$ cat src/design/cod_regs.svh
// Register offsets, field positions, reset values and timing for the output clock block.
// Assumes 32-bit Avalon-MM byte addressing with one register per aligned word.
`ifndef COD_REGS_SVH
`define COD_REGS_SVH

`define COD_NUM_OUT 4
`define COD_ADDR_W 8

`define COD_CTRL_OFS 8'h00
`define COD_STATUS_OFS 8'h04
`define COD_OUT_CFG_HI 4'h1

`define COD_CTRL_OE_SEL 0
`define COD_CTRL_STARTUP_GATE 1
`define COD_CTRL_DIV_SYNC 2
`define COD_CTRL_RESET 2'h2

`define COD_F_RATIO_LSB 0
`define COD_F_TYPE_LSB 8
`define COD_F_LEG_LSB 10
`define COD_F_DISST_LSB 12
`define COD_F_PD 14
`define COD_F_DIS 15
`define COD_F_HSW_LSB 16
`define COD_F_LAMP_LSB 20
`define COD_CFG_W 24
`define COD_CFG_RESET 24'h000C04

`define COD_TYPE_HCSL 2'h0
`define COD_TYPE_LVDS 2'h1
`define COD_TYPE_LVCMOS 2'h2
`define COD_DIS_LOW 2'h0
`define COD_DIS_HIGH 2'h1
`define COD_DIS_TRI 2'h2
`define COD_LEG_TRUE 0
`define COD_LEG_COMP 1

`define COD_ST_EN_LSB 8
`define COD_ST_PWR_LSB 12
`define COD_ST_LOCK 16
`define COD_ST_PIN 17

`define COD_CLK_PERIOD_NS 5
`define COD_SYNC_MIN_NS 50000
`define COD_SYNC_CNT_W 20

`endif

$ cat src/design/cod_pkg.sv
// Types shared by the output clock block.
// Assumes the constants of cod_regs.svh.
package cod_pkg;

    typedef enum logic [5:0] {
        COD_S_PWR = 6'h01,
        COD_S_CFG = 6'h02,
        COD_S_SYNC = 6'h04,
        COD_S_LOCK = 6'h08,
        COD_S_RUN = 6'h10,
        COD_S_RESYNC = 6'h20
    } cod_state_t;

endpackage : cod_pkg

$ cat src/design/cod_out_channel.sv
// One output channel: integer divider, glitch-free enable and driver leg control.
// Assumes all control inputs are synchronous to clk.
`timescale 1ns/100ps
`include "cod_regs.svh"

module cod_out_channel import cod_pkg::*; #(
    parameter int DIV_W = 8
) (
    input wire logic clk,
    input wire logic srst,
    input wire logic [DIV_W-1:0] ratio,
    input wire logic [1:0] out_type,
    input wire logic [1:0] cmos_leg,
    input wire logic [1:0] dis_state,
    input wire logic [3:0] hcsl_swing,
    input wire logic [3:0] lvds_amp,
    input wire logic drv_on,
    input wire logic hold,
    input wire logic en_req,
    output logic leg_p,
    output logic leg_n,
    output logic oe_p,
    output logic oe_n,
    output logic enabled,
    output logic [3:0] swing
);

    logic [DIV_W-1:0] cnt;
    logic q;
    logic [DIV_W-1:0] next_cnt;
    logic next_q;
    logic next_enabled;
    logic next_leg_p;
    logic next_leg_n;
    logic next_oe_p;
    logic next_oe_n;
    logic [3:0] next_swing;
    logic [DIV_W-1:0] eff;

    always_comb begin
        eff = (ratio < DIV_W'(2)) ? DIV_W'(2) : ratio;
        // Counter restarts at zero on every channel together.
        if (hold) begin // RULE_04
            next_cnt = '0;
            next_q = 1'b0; // RULE_05
        end else begin
            next_cnt = (cnt >= eff - DIV_W'(1)) ? '0 : cnt + DIV_W'(1); // RULE_01 RULE_02
            next_q = next_cnt < (eff >> 1);
        end
        // A new en_req decision lands only while the clock is low; power-down clears enabled at once.
        if (!drv_on) begin
            next_enabled = 1'b0; // RULE_10
        end else if (!q) begin
            next_enabled = en_req; // RULE_03 RULE_16
        end else begin
            next_enabled = enabled;
        end
        next_leg_p = 1'b0;
        next_leg_n = 1'b0;
        next_oe_p = 1'b0;
        next_oe_n = 1'b0;
        if (!drv_on) begin
            next_oe_p = 1'b0; // RULE_10 RULE_11
        end else if (!next_enabled) begin
            next_oe_p = dis_state != `COD_DIS_TRI; // RULE_09
            next_oe_n = dis_state != `COD_DIS_TRI;
            next_leg_p = dis_state == `COD_DIS_HIGH;
            next_leg_n = dis_state == `COD_DIS_HIGH;
        end else if (out_type == `COD_TYPE_LVCMOS) begin
            next_leg_p = next_q; // RULE_06
            next_leg_n = next_q;
            next_oe_p = cmos_leg[`COD_LEG_TRUE]; // RULE_08
            next_oe_n = cmos_leg[`COD_LEG_COMP];
        end else begin
            next_leg_p = next_q; // RULE_06
            next_leg_n = ~next_q;
            next_oe_p = 1'b1;
            next_oe_n = 1'b1;
        end
        if (out_type == `COD_TYPE_LVDS) begin
            next_swing = lvds_amp; // RULE_07
        end else if (out_type == `COD_TYPE_HCSL) begin
            next_swing = hcsl_swing;
        end else begin
            next_swing = 4'h0;
        end
    end

    always_ff @(posedge clk) begin
        if (srst) begin
            cnt <= '0;
            q <= 1'b0;
            enabled <= 1'b0;
            leg_p <= 1'b0;
            leg_n <= 1'b0;
            oe_p <= 1'b0;
            oe_n <= 1'b0;
            swing <= 4'h0;
        end else begin
            cnt <= next_cnt;
            q <= next_q;
            enabled <= next_enabled;
            leg_p <= next_leg_p;
            leg_n <= next_leg_n;
            oe_p <= next_oe_p;
            oe_n <= next_oe_n;
            swing <= next_swing;
        end
    end

endmodule : cod_out_channel

$ cat src/design/cod_top.sv
// Output divider and enable control: four dividers, sync, startup and run-time enables.
// Assumes an Avalon-MM master on REF_CLK and asynchronous status pins from the analog side.
//
// Contract
// RULE_01: Four independent integer dividers divide the VCO clock, one per output.
// RULE_02: Each divider's ratio comes from its programmable divide-ratio field.
// RULE_03: Enable and disable changes act synchronously to the output clock, no runts.
// RULE_04: Dividers sync automatically at startup; software may trigger a resync later.
// RULE_05: Sync stops the clocks 50 to 300 us; drivers stay disabled during startup sync.
// RULE_06: Each driver runs as HCSL, LVDS or LVCMOS per its type field.
// RULE_07: Swing comes from the HCSL swing field or LVDS amplitude field by type.
// RULE_08: In LVCMOS the true, complement or both legs are active per leg select.
// RULE_09: Disabled output holds legs low by default, or high or tristate per field.
// RULE_10: Power-down bit tristates both legs and makes enable requests ignored.
// RULE_11: Until supplies are stable legs are tristated, then disabled low.
// RULE_12: After configuration load, gating waits for PLL lock or enables at once.
// RULE_13: After startup, PLL lock changes no longer affect the drivers.
// RULE_14: With source select 1, each disable bit alone enables or disables its output.
// RULE_15: With source select 0, the pin gates all powered outputs with their disable bits.
// RULE_16: Enable decisions apply only while the divided clock is low.
//
// The Avalon-MM register port and the address map are this design's own decisions.
`timescale 1ns/100ps
`include "cod_regs.svh"

module cod_top import cod_pkg::*; #(
    parameter int DIV_W = 8,
    parameter int unsigned SYNC_CYCLES =
        (`COD_SYNC_MIN_NS + `COD_CLK_PERIOD_NS - 1) / `COD_CLK_PERIOD_NS
) (
    input wire logic REF_CLK,
    input wire logic SRST,
    input wire logic [`COD_ADDR_W-1:0] AVS_ADDRESS,
    input wire logic AVS_READ,
    input wire logic AVS_WRITE,
    input wire logic [31:0] AVS_WRITEDATA,
    input wire logic [3:0] AVS_BYTEENABLE,
    output logic [31:0] AVS_READDATA,
    output logic AVS_WAITREQUEST,
    input wire logic SUPPLY_STABLE,
    input wire logic CFG_LOAD_DONE,
    input wire logic APLL_LOCK,
    input wire logic SHARED_ENABLE_SELECT_PIN,
    output logic [`COD_NUM_OUT-1:0] OUT_P,
    output logic [`COD_NUM_OUT-1:0] OUT_N,
    output logic [`COD_NUM_OUT-1:0] OUT_P_OE,
    output logic [`COD_NUM_OUT-1:0] OUT_N_OE,
    output logic [`COD_NUM_OUT*4-1:0] OUT_SWING,
    output logic [`COD_NUM_OUT*2-1:0] OUT_TYPE
);

    localparam int NOUT = `COD_NUM_OUT;
    localparam int NSYNC = 4;
    localparam int SY_SUPPLY = 0;
    localparam int SY_CFG = 1;
    localparam int SY_LOCK = 2;
    localparam int SY_PIN = 3;

    ////////////////////////////////////////////////////////////////////////////////
    // Pin synchronisers: a change counts once the second and third stages agree.

    logic [NSYNC-1:0] pin_raw;
    logic [NSYNC-1:0] sy1;
    logic [NSYNC-1:0] sy2;
    logic [NSYNC-1:0] sy3;
    logic [NSYNC-1:0] sy_val;
    logic [NSYNC-1:0] next_sy_val;

    assign pin_raw = {SHARED_ENABLE_SELECT_PIN, APLL_LOCK, CFG_LOAD_DONE, SUPPLY_STABLE};

    genvar gs;
    generate
        for (gs = 0; gs < NSYNC; gs++) begin : g_sync
            always_comb begin
                next_sy_val[gs] = (sy2[gs] == sy3[gs]) ? sy3[gs] : sy_val[gs];
            end
        end
    endgenerate

    always_ff @(posedge REF_CLK) begin
        if (SRST) begin
            sy1 <= '0;
            sy2 <= '0;
            sy3 <= '0;
            sy_val <= '0;
        end else begin
            sy1 <= pin_raw;
            sy2 <= sy1;
            sy3 <= sy2;
            sy_val <= next_sy_val;
        end
    end

    ////////////////////////////////////////////////////////////////////////////////
    // Register file and Avalon-MM slave with one wait state on every access.

    logic ack;
    logic next_ack;
    logic [1:0] ctrl;
    logic [1:0] next_ctrl;
    logic [`COD_CFG_W-1:0] cfg [NOUT];
    logic [`COD_CFG_W-1:0] next_cfg [NOUT];
    logic [31:0] next_readdata;
    logic [31:0] rd_mux;
    logic [31:0] status;
    logic [31:0] be_mask;
    logic do_wr;
    logic hit_ctrl;
    logic hit_status;
    logic hit_cfg;
    logic [1:0] cfg_idx;
    logic sync_req;
    logic [NOUT-1:0] enabled;
    logic [NOUT-1:0] drv_on;
    cod_state_t state;
    cod_state_t next_state;

    // A request still held after its accepting edge is taken again after one more wait state.
    // The master must therefore drop read or write right after the edge that completes it.
    assign AVS_WAITREQUEST = (AVS_READ | AVS_WRITE) & ~ack;
    assign do_wr = AVS_WRITE & ack;
    assign be_mask = {{8{AVS_BYTEENABLE[3]}}, {8{AVS_BYTEENABLE[2]}},
                      {8{AVS_BYTEENABLE[1]}}, {8{AVS_BYTEENABLE[0]}}};
    assign hit_ctrl = AVS_ADDRESS == `COD_CTRL_OFS;
    assign hit_status = AVS_ADDRESS == `COD_STATUS_OFS;
    assign hit_cfg = (AVS_ADDRESS[7:4] == `COD_OUT_CFG_HI) && (AVS_ADDRESS[1:0] == 2'h0);
    assign cfg_idx = AVS_ADDRESS[3:2];
    // Manual resync is accepted only once startup has finished.
    assign sync_req = do_wr && hit_ctrl && AVS_BYTEENABLE[0]
                      && AVS_WRITEDATA[`COD_CTRL_DIV_SYNC] && (state == COD_S_RUN); // RULE_04

    always_comb begin
        status = 32'h0;
        status[5:0] = state;
        status[`COD_ST_EN_LSB +: NOUT] = enabled;
        status[`COD_ST_PWR_LSB +: NOUT] = drv_on;
        status[`COD_ST_LOCK] = sy_val[SY_LOCK];
        status[`COD_ST_PIN] = sy_val[SY_PIN];
    end

    always_comb begin
        next_ack = (AVS_READ | AVS_WRITE) & ~ack;
        next_ctrl = ctrl;
        for (int i = 0; i < NOUT; i++) begin
            next_cfg[i] = cfg[i];
        end
        if (hit_ctrl) begin
            rd_mux = {30'h0, ctrl};
        end else if (hit_status) begin
            rd_mux = status;
        end else if (hit_cfg) begin
            rd_mux = {8'h0, cfg[cfg_idx]};
        end else begin
            rd_mux = 32'h0;
        end
        if (do_wr && hit_ctrl) begin
            next_ctrl = (ctrl & ~be_mask[1:0]) | (AVS_WRITEDATA[1:0] & be_mask[1:0]);
        end else if (do_wr && hit_cfg) begin
            next_cfg[cfg_idx] = (cfg[cfg_idx] & ~be_mask[`COD_CFG_W-1:0])
                                | (AVS_WRITEDATA[`COD_CFG_W-1:0] & be_mask[`COD_CFG_W-1:0]);
        end
        next_readdata = (AVS_READ && !ack) ? rd_mux : AVS_READDATA;
    end

    always_ff @(posedge REF_CLK) begin
        if (SRST) begin
            ack <= 1'b0;
            ctrl <= `COD_CTRL_RESET;
            AVS_READDATA <= 32'h0;
            for (int i = 0; i < NOUT; i++) begin
                cfg[i] <= `COD_CFG_RESET;
            end
        end else begin
            ack <= next_ack;
            ctrl <= next_ctrl;
            AVS_READDATA <= next_readdata;
            for (int i = 0; i < NOUT; i++) begin
                cfg[i] <= next_cfg[i];
            end
        end
    end

    ////////////////////////////////////////////////////////////////////////////////
    // Startup sequencer and divider sync timer.

    logic [`COD_SYNC_CNT_W-1:0] scnt;
    logic [`COD_SYNC_CNT_W-1:0] next_scnt;
    logic sync_done;

    assign sync_done = scnt == '0;

    always_comb begin
        next_state = state;
        case (state)
            COD_S_PWR: begin
                if (sy_val[SY_SUPPLY]) begin
                    next_state = COD_S_CFG; // RULE_11
                end
            end
            COD_S_CFG: begin
                if (sy_val[SY_CFG]) begin
                    next_state = COD_S_SYNC; // RULE_04
                end
            end
            COD_S_SYNC: begin
                if (sync_done && ctrl[`COD_CTRL_STARTUP_GATE]) begin
                    next_state = COD_S_LOCK; // RULE_12
                end else if (sync_done) begin
                    next_state = COD_S_RUN; // RULE_12
                end
            end
            COD_S_LOCK: begin
                if (sy_val[SY_LOCK]) begin
                    next_state = COD_S_RUN; // RULE_12
                end
            end
            COD_S_RUN: begin
                // Lock is no longer looked at once running.
                if (sync_req) begin
                    next_state = COD_S_RESYNC; // RULE_04 RULE_13
                end
            end
            COD_S_RESYNC: begin
                if (sync_done) begin
                    next_state = COD_S_RUN;
                end
            end
            default: begin
                next_state = COD_S_PWR;
            end
        endcase
        if ((next_state == COD_S_SYNC || next_state == COD_S_RESYNC) && next_state != state) begin
            next_scnt = `COD_SYNC_CNT_W'(SYNC_CYCLES - 1); // RULE_05
        end else if (!sync_done) begin
            next_scnt = scnt - `COD_SYNC_CNT_W'(1);
        end else begin
            next_scnt = scnt;
        end
    end

    always_ff @(posedge REF_CLK) begin
        if (SRST) begin
            state <= COD_S_PWR;
            scnt <= '0;
        end else begin
            state <= next_state;
            scnt <= next_scnt;
        end
    end

    ////////////////////////////////////////////////////////////////////////////////
    // Output channels with enable source selection.

    logic running;
    logic hold;
    logic [NOUT-1:0] en_req;

    // Outputs stay enabled through a manual resync, so its stop is visible.
    assign running = (state == COD_S_RUN) || (state == COD_S_RESYNC); // RULE_05
    assign hold = (state == COD_S_SYNC) || (state == COD_S_RESYNC); // RULE_05

    genvar gc;
    generate
        for (gc = 0; gc < NOUT; gc++) begin : g_out
            assign drv_on[gc] = (state != COD_S_PWR) && !cfg[gc][`COD_F_PD]; // RULE_10 RULE_11
            assign en_req[gc] = running && !cfg[gc][`COD_F_DIS] // RULE_14
                                && (ctrl[`COD_CTRL_OE_SEL] || sy_val[SY_PIN]); // RULE_15

            cod_out_channel #(
                .DIV_W(DIV_W)
            ) u_chan (
                .clk(REF_CLK),
                .srst(SRST),
                .ratio(cfg[gc][`COD_F_RATIO_LSB +: DIV_W]), // RULE_02
                .out_type(cfg[gc][`COD_F_TYPE_LSB +: 2]),
                .cmos_leg(cfg[gc][`COD_F_LEG_LSB +: 2]),
                .dis_state(cfg[gc][`COD_F_DISST_LSB +: 2]),
                .hcsl_swing(cfg[gc][`COD_F_HSW_LSB +: 4]),
                .lvds_amp(cfg[gc][`COD_F_LAMP_LSB +: 4]),
                .drv_on(drv_on[gc]),
                .hold(hold),
                .en_req(en_req[gc]),
                .leg_p(OUT_P[gc]),
                .leg_n(OUT_N[gc]),
                .oe_p(OUT_P_OE[gc]),
                .oe_n(OUT_N_OE[gc]),
                .enabled(enabled[gc]),
                .swing(OUT_SWING[gc*4 +: 4])
            );
        end
    endgenerate

    always_ff @(posedge REF_CLK) begin
        if (SRST) begin
            OUT_TYPE <= '0;
        end else begin
            for (int i = 0; i < NOUT; i++) begin
                OUT_TYPE[i*2 +: 2] <= cfg[i][`COD_F_TYPE_LSB +: 2]; // RULE_06
            end
        end
    end

endmodule : cod_top

$ cat config.mk
export PLATFORM = sky130hd
export DESIGN_NAME = cod_top
export DESIGN_NICKNAME = d
export VERILOG_FILES = /design/src/design/cod_pkg.sv /design/src/design/cod_out_channel.sv /design/src/design/cod_top.sv
export VERILOG_INCLUDE_DIRS = /design/src /design/src/design
export SDC_FILE = /design/constraint.sdc
export NUM_CORES = 1
export LEC_CHECK = 0
export BUFFER_PORTS_ARGS = -buffer_cell sky130_fd_sc_hd__clkbuf_2
export CORE_MARGIN = 5
export CORE_UTILIZATION = 29
export DETAILED_ROUTE_END_ITERATION = 12
export SLEW_MARGIN = 5
export SYNTH_ARGS = -nofsm -noshare
export SYNTH_HDL_FRONTEND = slang
export SYNTH_HIERARCHICAL = 1
export SYNTH_SLANG_ARGS = --single-unit
export TNS_END_PERCENT = 100
$ cat constraint.sdc
create_clock -name REF_CLK -period 10.4 [get_ports REF_CLK]
set_clock_uncertainty 0.15 [all_clocks]
set_input_delay 2.08 -clock REF_CLK [delete_from_list [all_inputs] [get_ports REF_CLK]]
set_output_delay 2.08 -clock REF_CLK [all_outputs]
set_load 0.005 [all_outputs]
# Word level (Yosys, flattened, before mapping)
# Memory sizes are Yosys's and may differ from the RTL's.
# Cells that the tools add are included.
# W data, S select, Z words.
# op_classes
n_reduce_logical	48
magnitude_cmp	14
addsub	9
bitwise_logic	25
muxes	80
eq_ne	33
# ops
op	count
$mux W24	8
$mux W96	2
$bwmux W96	1
$mux W8	8
$and A24 B24 Y24	2
$demux W24 S2	1
$mux W1	43
$mux W6	6
$pmux W6 S6	1
$add A8 B1 Y8 const B	4
$ge A8 B8 Y1	4
$lt A8 B2 Y1 const B	4
$lt A8 B7 Y1	4
$mux W4	8
$sub A8 B1 Y8 const B	4
$mux W14	2
$not A24 Y24	1
$or A24 B24 Y24	1
$logic_and A1 B1 Y1	22
$logic_not A20 Y1	1
$sub A20 B1 Y20 const B	1
$eq A2 B1 Y1 const B	8
$eq A6 B3 Y1 const B	2
$eq A6 B6 Y1 const B	2
other kinds (26)	69
# totals
wordCells	256
out_inout_bits	73
mem_count	1
regBits	157
input_bits	52
mem_bits_rw	96
# mem_list
memory	depth	width	read_ports	rd_ports_with_merged_regs	wr	line_no	text
cfg	4	24	5	0	4	cod_top.sv:101	logic [`COD_CFG_W-1:0] cfg [NOUT];

# Longest topological paths before layout
# Gate-level depths: netlist of the first run.
# depth
depth_word	11
mapped_depth	21
depth_no_buf	19

# Cells and area by module
# The synthesis of the first run kept the hierarchy.
# modules_own_cells
mod	area_per_inst_um2	instances	seq_area_each_um2	cells_each
cod_top	7556.0	1	3463.3	788
cod_out_channel	1251.2	4	360.3	145

# Worst setup path before layout of the first run
# OpenSTA, ideal clock, no wires.
# synth_path
kind	in2out
start	input port AVS_WRITE
end	output port AVS_WAITREQUEST
required_time_ps	8170
cell_stages	2
path_buffers	0
slack_ps	5920
t_arrival_ps	2250
cell_sequence	nor2_1 > nor2_1
# synth_between
elab_chain_len	2
# synth_rtl
item	line_no	text
from (decl)	cod_top.sv:35	input wire logic AVS_WRITE,
$or A1 B1 Y1	cod_top.sv:120	assign AVS_WAITREQUEST = (AVS_READ | AVS_WRITE) & ~ack;
$and A1 B1 Y1	cod_top.sv:120	
to (decl)	cod_top.sv:39	output logic AVS_WAITREQUEST,
# No other way between the ends.

==> results of run 1 <==
## worst max-delay path by stage
stage	start	endpoint	slack, ns	depth (start not counted)
5_1_grt	cfg[0][3]	g_out[0].u_chan/leg_p	4.98	17
6_report	cfg[0][4]	g_out[0].u_chan/leg_p	5.44	17
3_5_place_dp	cfg[3][3]	g_out[3].u_chan/leg_p	5.48	17
3_3_place_gp	cfg[3][4]	g_out[3].u_chan/leg_p	5.49	17
4_1_cts	cfg[0][4]	g_out[0].u_chan/leg_p	5.44	17
2_1_floorplan	AVS_WRITE	AVS_WAITREQUEST	5.92	2
## per-stage QoR
step	cells	setup slack, ns
2_1_floorplan	1375	5.92
3_3_place_gp	1987	5.49
3_5_place_dp	1987	5.48
4_1_cts	2038	5.44
5_1_grt	2038	4.98
6_report	2038	5.44
## cell usage after synthesis (9+ instances only)
library cell	n
buf_1	9
xnor2_1	38
buf_4	9
nor2b_1	27
or3_1	13
dfxtp_1	245
a32oi_1	11
mux2i_1	50
o21ai_0	16
inv_1	58
mux4_2	24
nor4_1	9
a21oi_1	49
clkbuf_1	55
nor2_1	160
nand2b_1	11
nand2_1	66
a31oi_1	13
ha_1	65
a211oi_1	105
nor3_1	65
o211ai_1	18
buf_2	17
and3_1	12
nand4_1	14
or2_2	13
xor2_1	19
nand3_1	42
## state kept, by name (all words and copies together) (netlist names), named ones only
register / count
AVS_READDATA: 24
OUT_TYPE: 8
ack: 1
cfg: 96
g_out.u_chan/cnt: 32
g_out.u_chan/enabled: 4
g_out.u_chan/leg_n: 4
g_out.u_chan/leg_p: 4
g_out.u_chan/oe_n: 4
g_out.u_chan/oe_p: 4
g_out.u_chan/q: 4
g_out.u_chan/swing: 16
scnt: 20
state: 6
sy1: 4
sy2: 4
sy3: 4
sy_val: 4
## logic make-up after synthesis
group	Yosys count	share of synthesized area, %
multiplexers	75	8.38
buffers and inverters	150	5.04
adder cells (fa/ha/maj)	65	6.47
XOR/XNOR	57	3.97
AO/OA/AOI/OAI	279	16.3
flip-flops	245	39.0
other	1	0.0299
AND/OR/NAND/NOR	496	20.7
## layer usage
layer | vias to the layer above | wire [µm]
met2 | 272 | 16700
li1 | 5133 | -
met1 | 5004 | 16900
met5 | - | 0
met3 | 49 | 1940
met4 | 0 | 600
## where the power goes
part	internal, mW	switching, mW	total [mW]
logic	0.237	0.327	0.565
clock network	0.656	0.405	1.06
registers	0.991	0.0636	1.05
## cell type report
| class | instances | area, µm² | share of cell area, % |
|---|---|---|---|
| Timing Repair Buffer | 119 | 632 | 4.34 |
| Tap cell | 585 | 732 | 5.02 |
| Clock inverter | 13 | 175 | 1.20 |
| Inverter | 58 | 218 | 1.49 |
| Multi-Input combinational cell | 980 | 7080 | 48.6 |
| Clock buffer | 38 | 830 | 5.69 |
| Sequential cell | 245 | 4900 | 33.7 |
==> impl_metrics.json, run 1 <==
{
  "cts_buffer_depth": 3,
  "dieArea_um2": 47600,
  "setup_viol": 0,
  "grt_max_degree": 78,
  "nets": 1549,
  "crit_type": "flip-flop to flip-flop",
  "crit_path_max_incr_delay_ns": 0.60,
  "fin_setup_tns_ns": 0,
  "relSlewSlack_pct": 31.0,
  "grtUsageMet2_pct": 24.1,
  "synth.largest_area_cell": "dfxtp_1",
  "wire_per_inst_um": 17.7,
  "clkTransAtPathRegs_ns": 0.06,
  "initial_core_util_pct": 29.2,
  "design_area_um2": 14600,
  "worst_ep_required_time_ns": 10.70,
  "min_path_cells": 1,
  "htreeDepth": 1,
  "min_to": "sy2[1]",
  "cpMaxStageDelayCell": "or4_4",
  "grt_pass1_vias": 9973,
  "slew_violations": 0,
  "grt_pass1_wl_um": 56200,
  "die-height_um": 218,
  "p_leak_nw": 5.37,
  "finalCritPeriodShare_pct": 47.7,
  "grt_overflow": 0,
  "layout_commonest_cell": "dfxtp_1",
  "die_w_um": 218,
  "seq_area_frac_synth_pct": 39.0,
  "num_rows": 76,
  "hold_viol": 0,
  "cp-end-kind": "flip-flop",
  "rrSetupSlack_ns": 5.44,
  "timing.rr.start": "cfg[0][4]",
  "cts-resized-gates": 0,
  "synthToLayoutAreaGrowth_pct": 16.0,
  "busiest_layer": "met2",
  "drive_gt1_share_pct": 18.0,
  "hp-start": "sy1[1]",
  "crit_chain": "or4_4, o41ai_1, ha_1, inv_1, nor2_1, xnor2_1, ha_1, a41oi_1, o21ai_0, or2_2, nor2_1, ha_1, a211oi_1, o31ai_1, a21oi_1, a211oi_1, a211oi_2",
  "reg2reg_to": "g_out[0].u_chan/leg_p",
  "antenna_found_initial": 0,
  "routed_wl_um": 36200,
  "drt_pass1_iterations": 5,
  "yosys_warnings": 6,
  "cts-root-buf": "clkbuf_16",
  "syn_inst": 1368,
  "power.total_mw": 2.68,
  "grt_setup_unrepaired": "no",
  "ioPinCount": 125,
  "grt_use_total_pct": 14.6,
  "ant_nets": 0,
  "fmax_ghz": 0.201,
  "fin_crit_ns": 4.96,
  "cts_setup_buffers": 0,
  "synth_top_area_share_pct": 39.0,
  "fillers": 4549,
  "outcome": "finished clean",
  "place_area_um2": 13600,
  "cpLargestDelayFamily": "compound AO/OA/AOI/OAI gates",
  "cp_data_arrival_time_ns": 5.26,
  "diodes": 0,
  "utilization_pct": 33.9,
  "viasPerCell": 5.13,
  "synth_area_um2": 12600,
  "synth-seq-cells": 245,
  "synth-edff-count": 0,
  "synth_flop_cell": "dfxtp_1",
  "io_buffer_count": 107,
  "ir_drop_mv": 0.117,
  "cts_tree": "done",
  "min_path_type": "flip-flop to flip-flop",
  "cts_buffers": 28,
  "cp_max_fo": 14,
  "mostFrequentLayoutCells": "245 x dfxtp_1, 160 x nor2_1, 106 x clkbuf_2, 105 x a211oi_1, 66 x nand2_1",
  "place.gp.congestion": 0.866,
  "hold_buffers": 0,
  "dr.first_iter.drc_count": 781,
  "hpwl_um": 26800,
  "num_vias": 10500,
  "worstMarginPinSlew_ns": 1.03,
  "ys_types": 69,
  "cp.buffers_inverters": 1,
  "async_flop_share_pct": 0,
  "reg2reg_depth": 17,
  "power_density_nw_per_um2": 184,
  "synth_area_leaders": "dfxtp_1 39%, ha_1 6.5%, a211oi_1 6.3%",
  "synth_area_per_cell_um2": 9.18,
  "cp_common_cell": "ha_1",
  "clock_sinks": 245,
  "drc_errors": 0,
  "critPathLaunchType": "flip-flop",
  "grtUsageMet1_pct": 20.3,
  "fin_hold_ws_ns": 0.289,
  "met3_usage_pct": 2.84,
  "clk_latency_ns": 0.56,
  "max-cap-violations": 0,
  "coreArea_um2": 43000
}
Power figures use the tool's default switching activity.
==> run 2, diff against run 1 <==
- clock period: 10.4 -> 4.7 ns (I/O delays scaled with it)
==> impl_metrics.json, run 2 (synthesized netlist as in run 1, its figures left out) <==
{
  "grt_use_total_pct": 14.9,
  "reg2reg_depth": 17,
  "grt_pass1_vias": 10100,
  "ir_drop_mv": 0.292,
  "ant_nets": 0,
  "initial_core_util_pct": 29.2,
  "slew_violations": 0,
  "antenna_found_initial": 0,
  "cts-root-buf": "clkbuf_16",
  "p_seq_share_pct": 39.4,
  "p_sw_share_pct": 30.7,
  "drc_errors": 0,
  "drive_gt1_share_pct": 20.8,
  "grt_setup_unrepaired": "no",
  "timing.rr.start": "cfg[1][4]",
  "power_density_nw_per_um2": 399,
  "hpwl_um": 27500,
  "fin_setup_tns_ns": 0,
  "critPathLaunchType": "flip-flop",
  "min_path_type": "flip-flop to flip-flop",
  "p_leak_nw": 5.50,
  "synthToLayoutAreaGrowth_pct": 18.2,
  "clkTransAtPathRegs_ns": 0.06,
  "routed_wl_um": 37000,
  "layout_commonest_cell": "dfxtp_1",
  "num_rows": 76,
  "fillers": 4490,
  "fin_hold_ws_ns": 0.286,
  "cp-end-kind": "flip-flop",
  "clock_sinks": 245,
  "num_vias": 10600,
  "max-cap-violations": 0,
  "fin_crit_ns": 4.49,
  "cpMaxStageDelayCell": "or4_4",
  "io_buffer_count": 107,
  "hold_viol": 0,
  "mostFrequentLayoutCells": "245 x dfxtp_1, 158 x nor2_1, 106 x clkbuf_2, 103 x a211oi_1, 66 x nand2_1",
  "setup_viol": 0,
  "top_register": "cfg",
  "diodes": 0,
  "viasPerCell": 5.13,
  "place.gp.congestion": 0.886,
  "relSlewSlack_pct": 30.0,
  "coreArea_um2": 43000,
  "drt_pass1_iterations": 5,
  "fmax_ghz": 0.223,
  "p_int_mw": 4.10,
  "die-height_um": 218,
  "crit_chain": "or4_4, o41ai_2, ha_2, inv_1, nor2_1, xnor2_1, ha_1, a41oi_1, o21ai_0, or2_2, nor2_1, ha_1, a211oi_1, and3_2, o31a_2, a211oi_1, a211oi_2",
  "worstSetupStartpoint": "cfg[1][4]",
  "ioPinCount": 125,
  "hold_buffers": 0,
  "die_w_um": 218,
  "power_switching_mw": 1.82,
  "largest_reg_flops": 96,
  "dr.first_iter.drc_count": 786,
  "crit_path_max_incr_delay_ns": 0.58,
  "worst_ep_required_time_ns": 5.02,
  "worstMarginPinSlew_ns": 1.04,
  "top_regs": "cfg x96, g_out.u_chan/cnt x32, AVS_READDATA x24",
  "grt_pass1_wl_um": 57400,
  "cp_max_fo": 11,
  "finalCritPeriodShare_pct": 95.5,
  "final-seq-area_um2": 4900,
  "outcome": "finished clean",
  "crit_type": "flip-flop to flip-flop",
  "grt_max_degree": 87,
  "cts_buffer_depth": 3,
  "dieArea_um2": 47600,
  "htreeDepth": 1,
  "rrSetupSlack_ns": 0.21,
  "cts_tree": "done",
  "multi_input_area_um2": 7160,
  "grt_overflow": 0,
  "clk_latency_ns": 0.58,
  "endpoint": "g_out[1].u_chan/leg_p",
  "nets": 1580,
  "wire_per_inst_um": 17.9,
  "p_clk_share_pct": 38.3,
  "combPwrFrac_pct": 22.3,
  "cts_buffers": 29,
  "reg2reg_to": "g_out[1].u_chan/leg_p",
  "cp_data_arrival_time_ns": 4.81
}
[run 2: cell types whose count changed in the layout (fill, tap and decap cells not counted), sizes merged]
cell      delta
clkbuf       -1
inv          +2
buf         +30
bufinv       -2
clkinvlp     +2
[run 2: worst min-delay path by stage]
stage          depth (start not counted)  startpoint      to
2_1_floorplan                          1      sy1[0]  sy2[0]
3_3_place_gp                           1      sy1[3]  sy2[3]
3_5_place_dp                           1      sy1[2]  sy2[2]
4_1_cts                                1      sy1[2]  sy2[2]
5_1_grt                                1      sy1[3]  sy2[3]
6_report                               1      sy1[2]  sy2[2]
[run 2: stage by stage]
stage / setup slack, ns / cells / total power [mW] / utilization [%] / instance area (µm²)
floorplan: 0.267 / 1375 / 3.37 / - / 12600
CTS: 0.0712 / 2069 / 5.96 / 34.4 / 14800
global route: 0.00114 / 2069 / 6.22 / 34.6 / 14900
detailed placement: 0.116 / 2017 / 3.68 / 32.1 / 13800
finish: 0.210 / 2069 / 5.92 / 34.6 / 14900
global placement: 0.208 / 2017 / 3.65 / 32.1 / 13800
[run 2: timing repair]
action,in CTS,in global routing
resized for setup,0,18
buffers inserted,0,0
setup endpoints to repair,0,11
[run 2: layer usage]
layer	part of all wire (%)	track usage [%]	wire length (µm)
met5	0	0	0
met3	5.1	2.73	1880
met1	47	21.0	17400
met4	2.1	3.20	766
met2	46	23.9	16900
[run 2: layout make-up]
cell class              instances  area share [%]
inverters                      58            1.47
flip-flops and latches        245            33.0
repair buffers                149            5.85
well taps                     585            4.93
clock buffers                  37            5.49
multi-input cells             980            48.2
clock inverters                15            1.01
[run 2: power groups by stage]
| stage | Sequential [mW] | Clock (mW) | Combinational (mW) |
|---|---|---|---|
| 2_1_floorplan | 2.34 | 0 | 1.03 |
| 3_3_place_gp | 2.37 | 0 | 1.28 |
| 4_1_cts | 2.33 | 2.31 | 1.31 |
| 5_1_grt | 2.35 | 2.41 | 1.47 |
| 3_5_place_dp | 2.37 | 0 | 1.31 |
| 6_report | 2.33 | 2.27 | 1.32 |
[run 2: critical path: cells and delay by family, from the launching register on]
kind	cells	cell delay (ns)
flip-flops	1	0.31
AO/OA/AOI/OAI	7	1.42
adder cells (fa/ha/maj)	3	0.84
AND/OR/NAND/NOR	5	1.50
buffers and inverters	1	0.04
XOR/XNOR	1	0.16
==> run 3, diff against run 2 <==
- clock period: 4.7 -> 5.45 ns (I/O delays scaled with it)
==> impl_metrics.json, run 3 (synthesized netlist as in run 1, its figures left out) <==
{
  "hp-start": "sy1[3]",
  "top_register": "cfg",
  "timing.rr.start": "cfg[3][4]",
  "fillers": 4484,
  "routed_wl_um": 36000,
  "grt_setup_unrepaired": "no",
  "grt_use_total_pct": 14.6,
  "p_seq_share_pct": 38.6,
  "cts-resized-gates": 0,
  "cts-root-buf": "clkbuf_16",
  "io_buffer_count": 107,
  "drc_errors": 0,
  "cp_max_fo": 14,
  "ant_nets": 0,
  "num_vias": 10400,
  "fin_crit_ns": 4.93,
  "worstMarginPinSlew_ns": 0.990,
  "cts_tree": "done",
  "relSlewSlack_pct": 33.6,
  "place_area_um2": 13600,
  "cpMaxStageDelayCell": "or4_4",
  "drt_pass1_iterations": 5,
  "wire_per_inst_um": 17.6,
  "initial_core_util_pct": 29.2,
  "grt_max_degree": 100,
  "min_path_type": "flip-flop to flip-flop",
  "largest_reg_flops": 96,
  "final-seq-area_um2": 4900,
  "fin_setup_tns_ns": 0,
  "combPwrFrac_pct": 20.6,
  "cp_common_cell": "ha_1",
  "dieArea_um2": 47600,
  "cts_buffer_depth": 3,
  "worst_ep_required_time_ns": 5.76,
  "clkTransAtPathRegs_ns": 0.06,
  "clk_latency_ns": 0.56,
  "cts_setup_buffers": 0,
  "hold_buffers": 0,
  "die_w_um": 218,
  "nets": 1549,
  "max-cap-violations": 0,
  "grt_pass1_vias": 10100,
  "power_density_nw_per_um2": 356,
  "crit_chain": "or4_4, o41ai_1, ha_1, inv_1, nor2_1, xnor2_1, ha_1, a41oi_1, o21ai_0, or2_2, nor2_1, ha_1, a211oi_1, o31ai_1, a21oi_1, a211oi_1, a211oi_2",
  "cts_buffers": 28,
  "critPathLaunchType": "flip-flop",
  "p_clk_share_pct": 40.8,
  "min_path_cells": 1,
  "outcome": "finished clean",
  "reg2reg_depth": 17,
  "setup_viol": 0,
  "crit_path_max_incr_delay_ns": 0.59,
  "dr.first_iter.drc_count": 672,
  "design_area_um2": 14600,
  "grt_pass1_wl_um": 56500,
  "cp-end-kind": "flip-flop",
  "p_leak_nw": 5.38,
  "p_sw_share_pct": 29.4,
  "ir_drop_mv": 0.233,
  "multi_input_area_um2": 7080,
  "synthToLayoutAreaGrowth_pct": 16.5,
  "die-height_um": 218,
  "crit_type": "flip-flop to flip-flop",
  "grt_overflow": 0,
  "mostFrequentLayoutCells": "245 x dfxtp_1, 160 x nor2_1, 106 x clkbuf_2, 105 x a211oi_1, 66 x nand2_1",
  "cpLargestDelayFamily": "compound AO/OA/AOI/OAI gates",
  "reg2reg_to": "g_out[3].u_chan/leg_p",
  "cp_data_arrival_time_ns": 5.24,
  "drive_gt1_share_pct": 18.1,
  "min_to": "sy2[3]",
  "hpwl_um": 26700,
  "p_int_mw": 3.68,
  "cp.buffers_inverters": 1,
  "top_regs": "cfg x96, g_out.u_chan/cnt x32, AVS_READDATA x24",
  "coreArea_um2": 43000,
  "fin_hold_ws_ns": 0.290,
  "power_switching_mw": 1.54,
  "slew_violations": 0,
  "layout_commonest_cell": "dfxtp_1",
  "hold_viol": 0,
  "antenna_found_initial": 1,
  "num_rows": 76,
  "viasPerCell": 5.10,
  "finalCritPeriodShare_pct": 90.5,
  "ioPinCount": 125,
  "fmax_ghz": 0.203,
  "rrSetupSlack_ns": 0.52,
  "place.gp.congestion": 0.856,
  "clock_sinks": 245,
  "htreeDepth": 1
}
[run 3: cell types whose count changed in the layout (fill, tap and decap cells not counted), moves of 3 or more]
cell,before,now
o41ai_2,3,0
o41ai_1,4,8
a21oi_2,4,0
bufinv_16,2,6
buf_4,41,12
ha_1,61,65
ha_2,4,0
a21oi_1,45,49
[run 3: per-stage QoR]
stage | utilization [%] | cells | power (mW) | setup WS, ns
final | 34.0 | 2040 | 5.21 | 0.519
after global routing | 34.0 | 2040 | 5.48 | 0.182
after CTS | 34.0 | 2039 | 5.25 | 0.554
after detailed placement | 31.6 | 1987 | 3.12 | 0.582
after global placement | 31.6 | 1987 | 3.10 | 0.666
after floorplan | - | 1375 | 2.91 | 1.02
[run 3: final cells by class]
type / instances / area share (%)
repair buffers: 119 / 4.32
flip-flops and latches: 245 / 33.5
inverters: 58 / 1.49
clock inverters: 16 / 1.68
diodes: 1 / 0.0171
well taps: 585 / 5.00
clock buffers: 36 / 5.55
multi-input cells: 980 / 48.4
[run 3: power groups by stage]
| stage | sequential (mW) | combinational [mW] | clock [mW] |
|---|---|---|---|
| after detailed placement | 2.05 | 1.07 | 0 |
| after floorplan | 2.02 | 0.891 | 0 |
| after CTS | 2.01 | 1.08 | 2.17 |
| final | 2.01 | 1.08 | 2.13 |
| after global routing | 2.03 | 1.22 | 2.24 |
| after global placement | 2.05 | 1.05 | 0 |
[run 3: worst max-delay path by stage]
stage                          from               endpoint  slack, ns  depth (start not counted)
after global routing      cfg[2][4]  g_out[2].u_chan/leg_p       0.18                         17
final                     cfg[3][4]  g_out[3].u_chan/leg_p       0.52                         17
after global placement    cfg[2][4]  g_out[2].u_chan/leg_p       0.67                         17
after detailed placement  cfg[2][4]  g_out[2].u_chan/leg_p       0.58                         17
after CTS                 cfg[3][4]  g_out[3].u_chan/leg_p       0.55                         17
after floorplan           cfg[3][4]  g_out[3].u_chan/leg_p       1.02                         19
[run 3: layer usage]
layer | GRT usage, % | vias up | share of wire [%]
met5 | 0 | - | 0
met4 | 3.45 | 0 | 2.4
met3 | 2.56 | 48 | 5.1
met2 | 23.5 | 247 | 45
met1 | 20.5 | 4988 | 47
li1 | - | 5113 | -
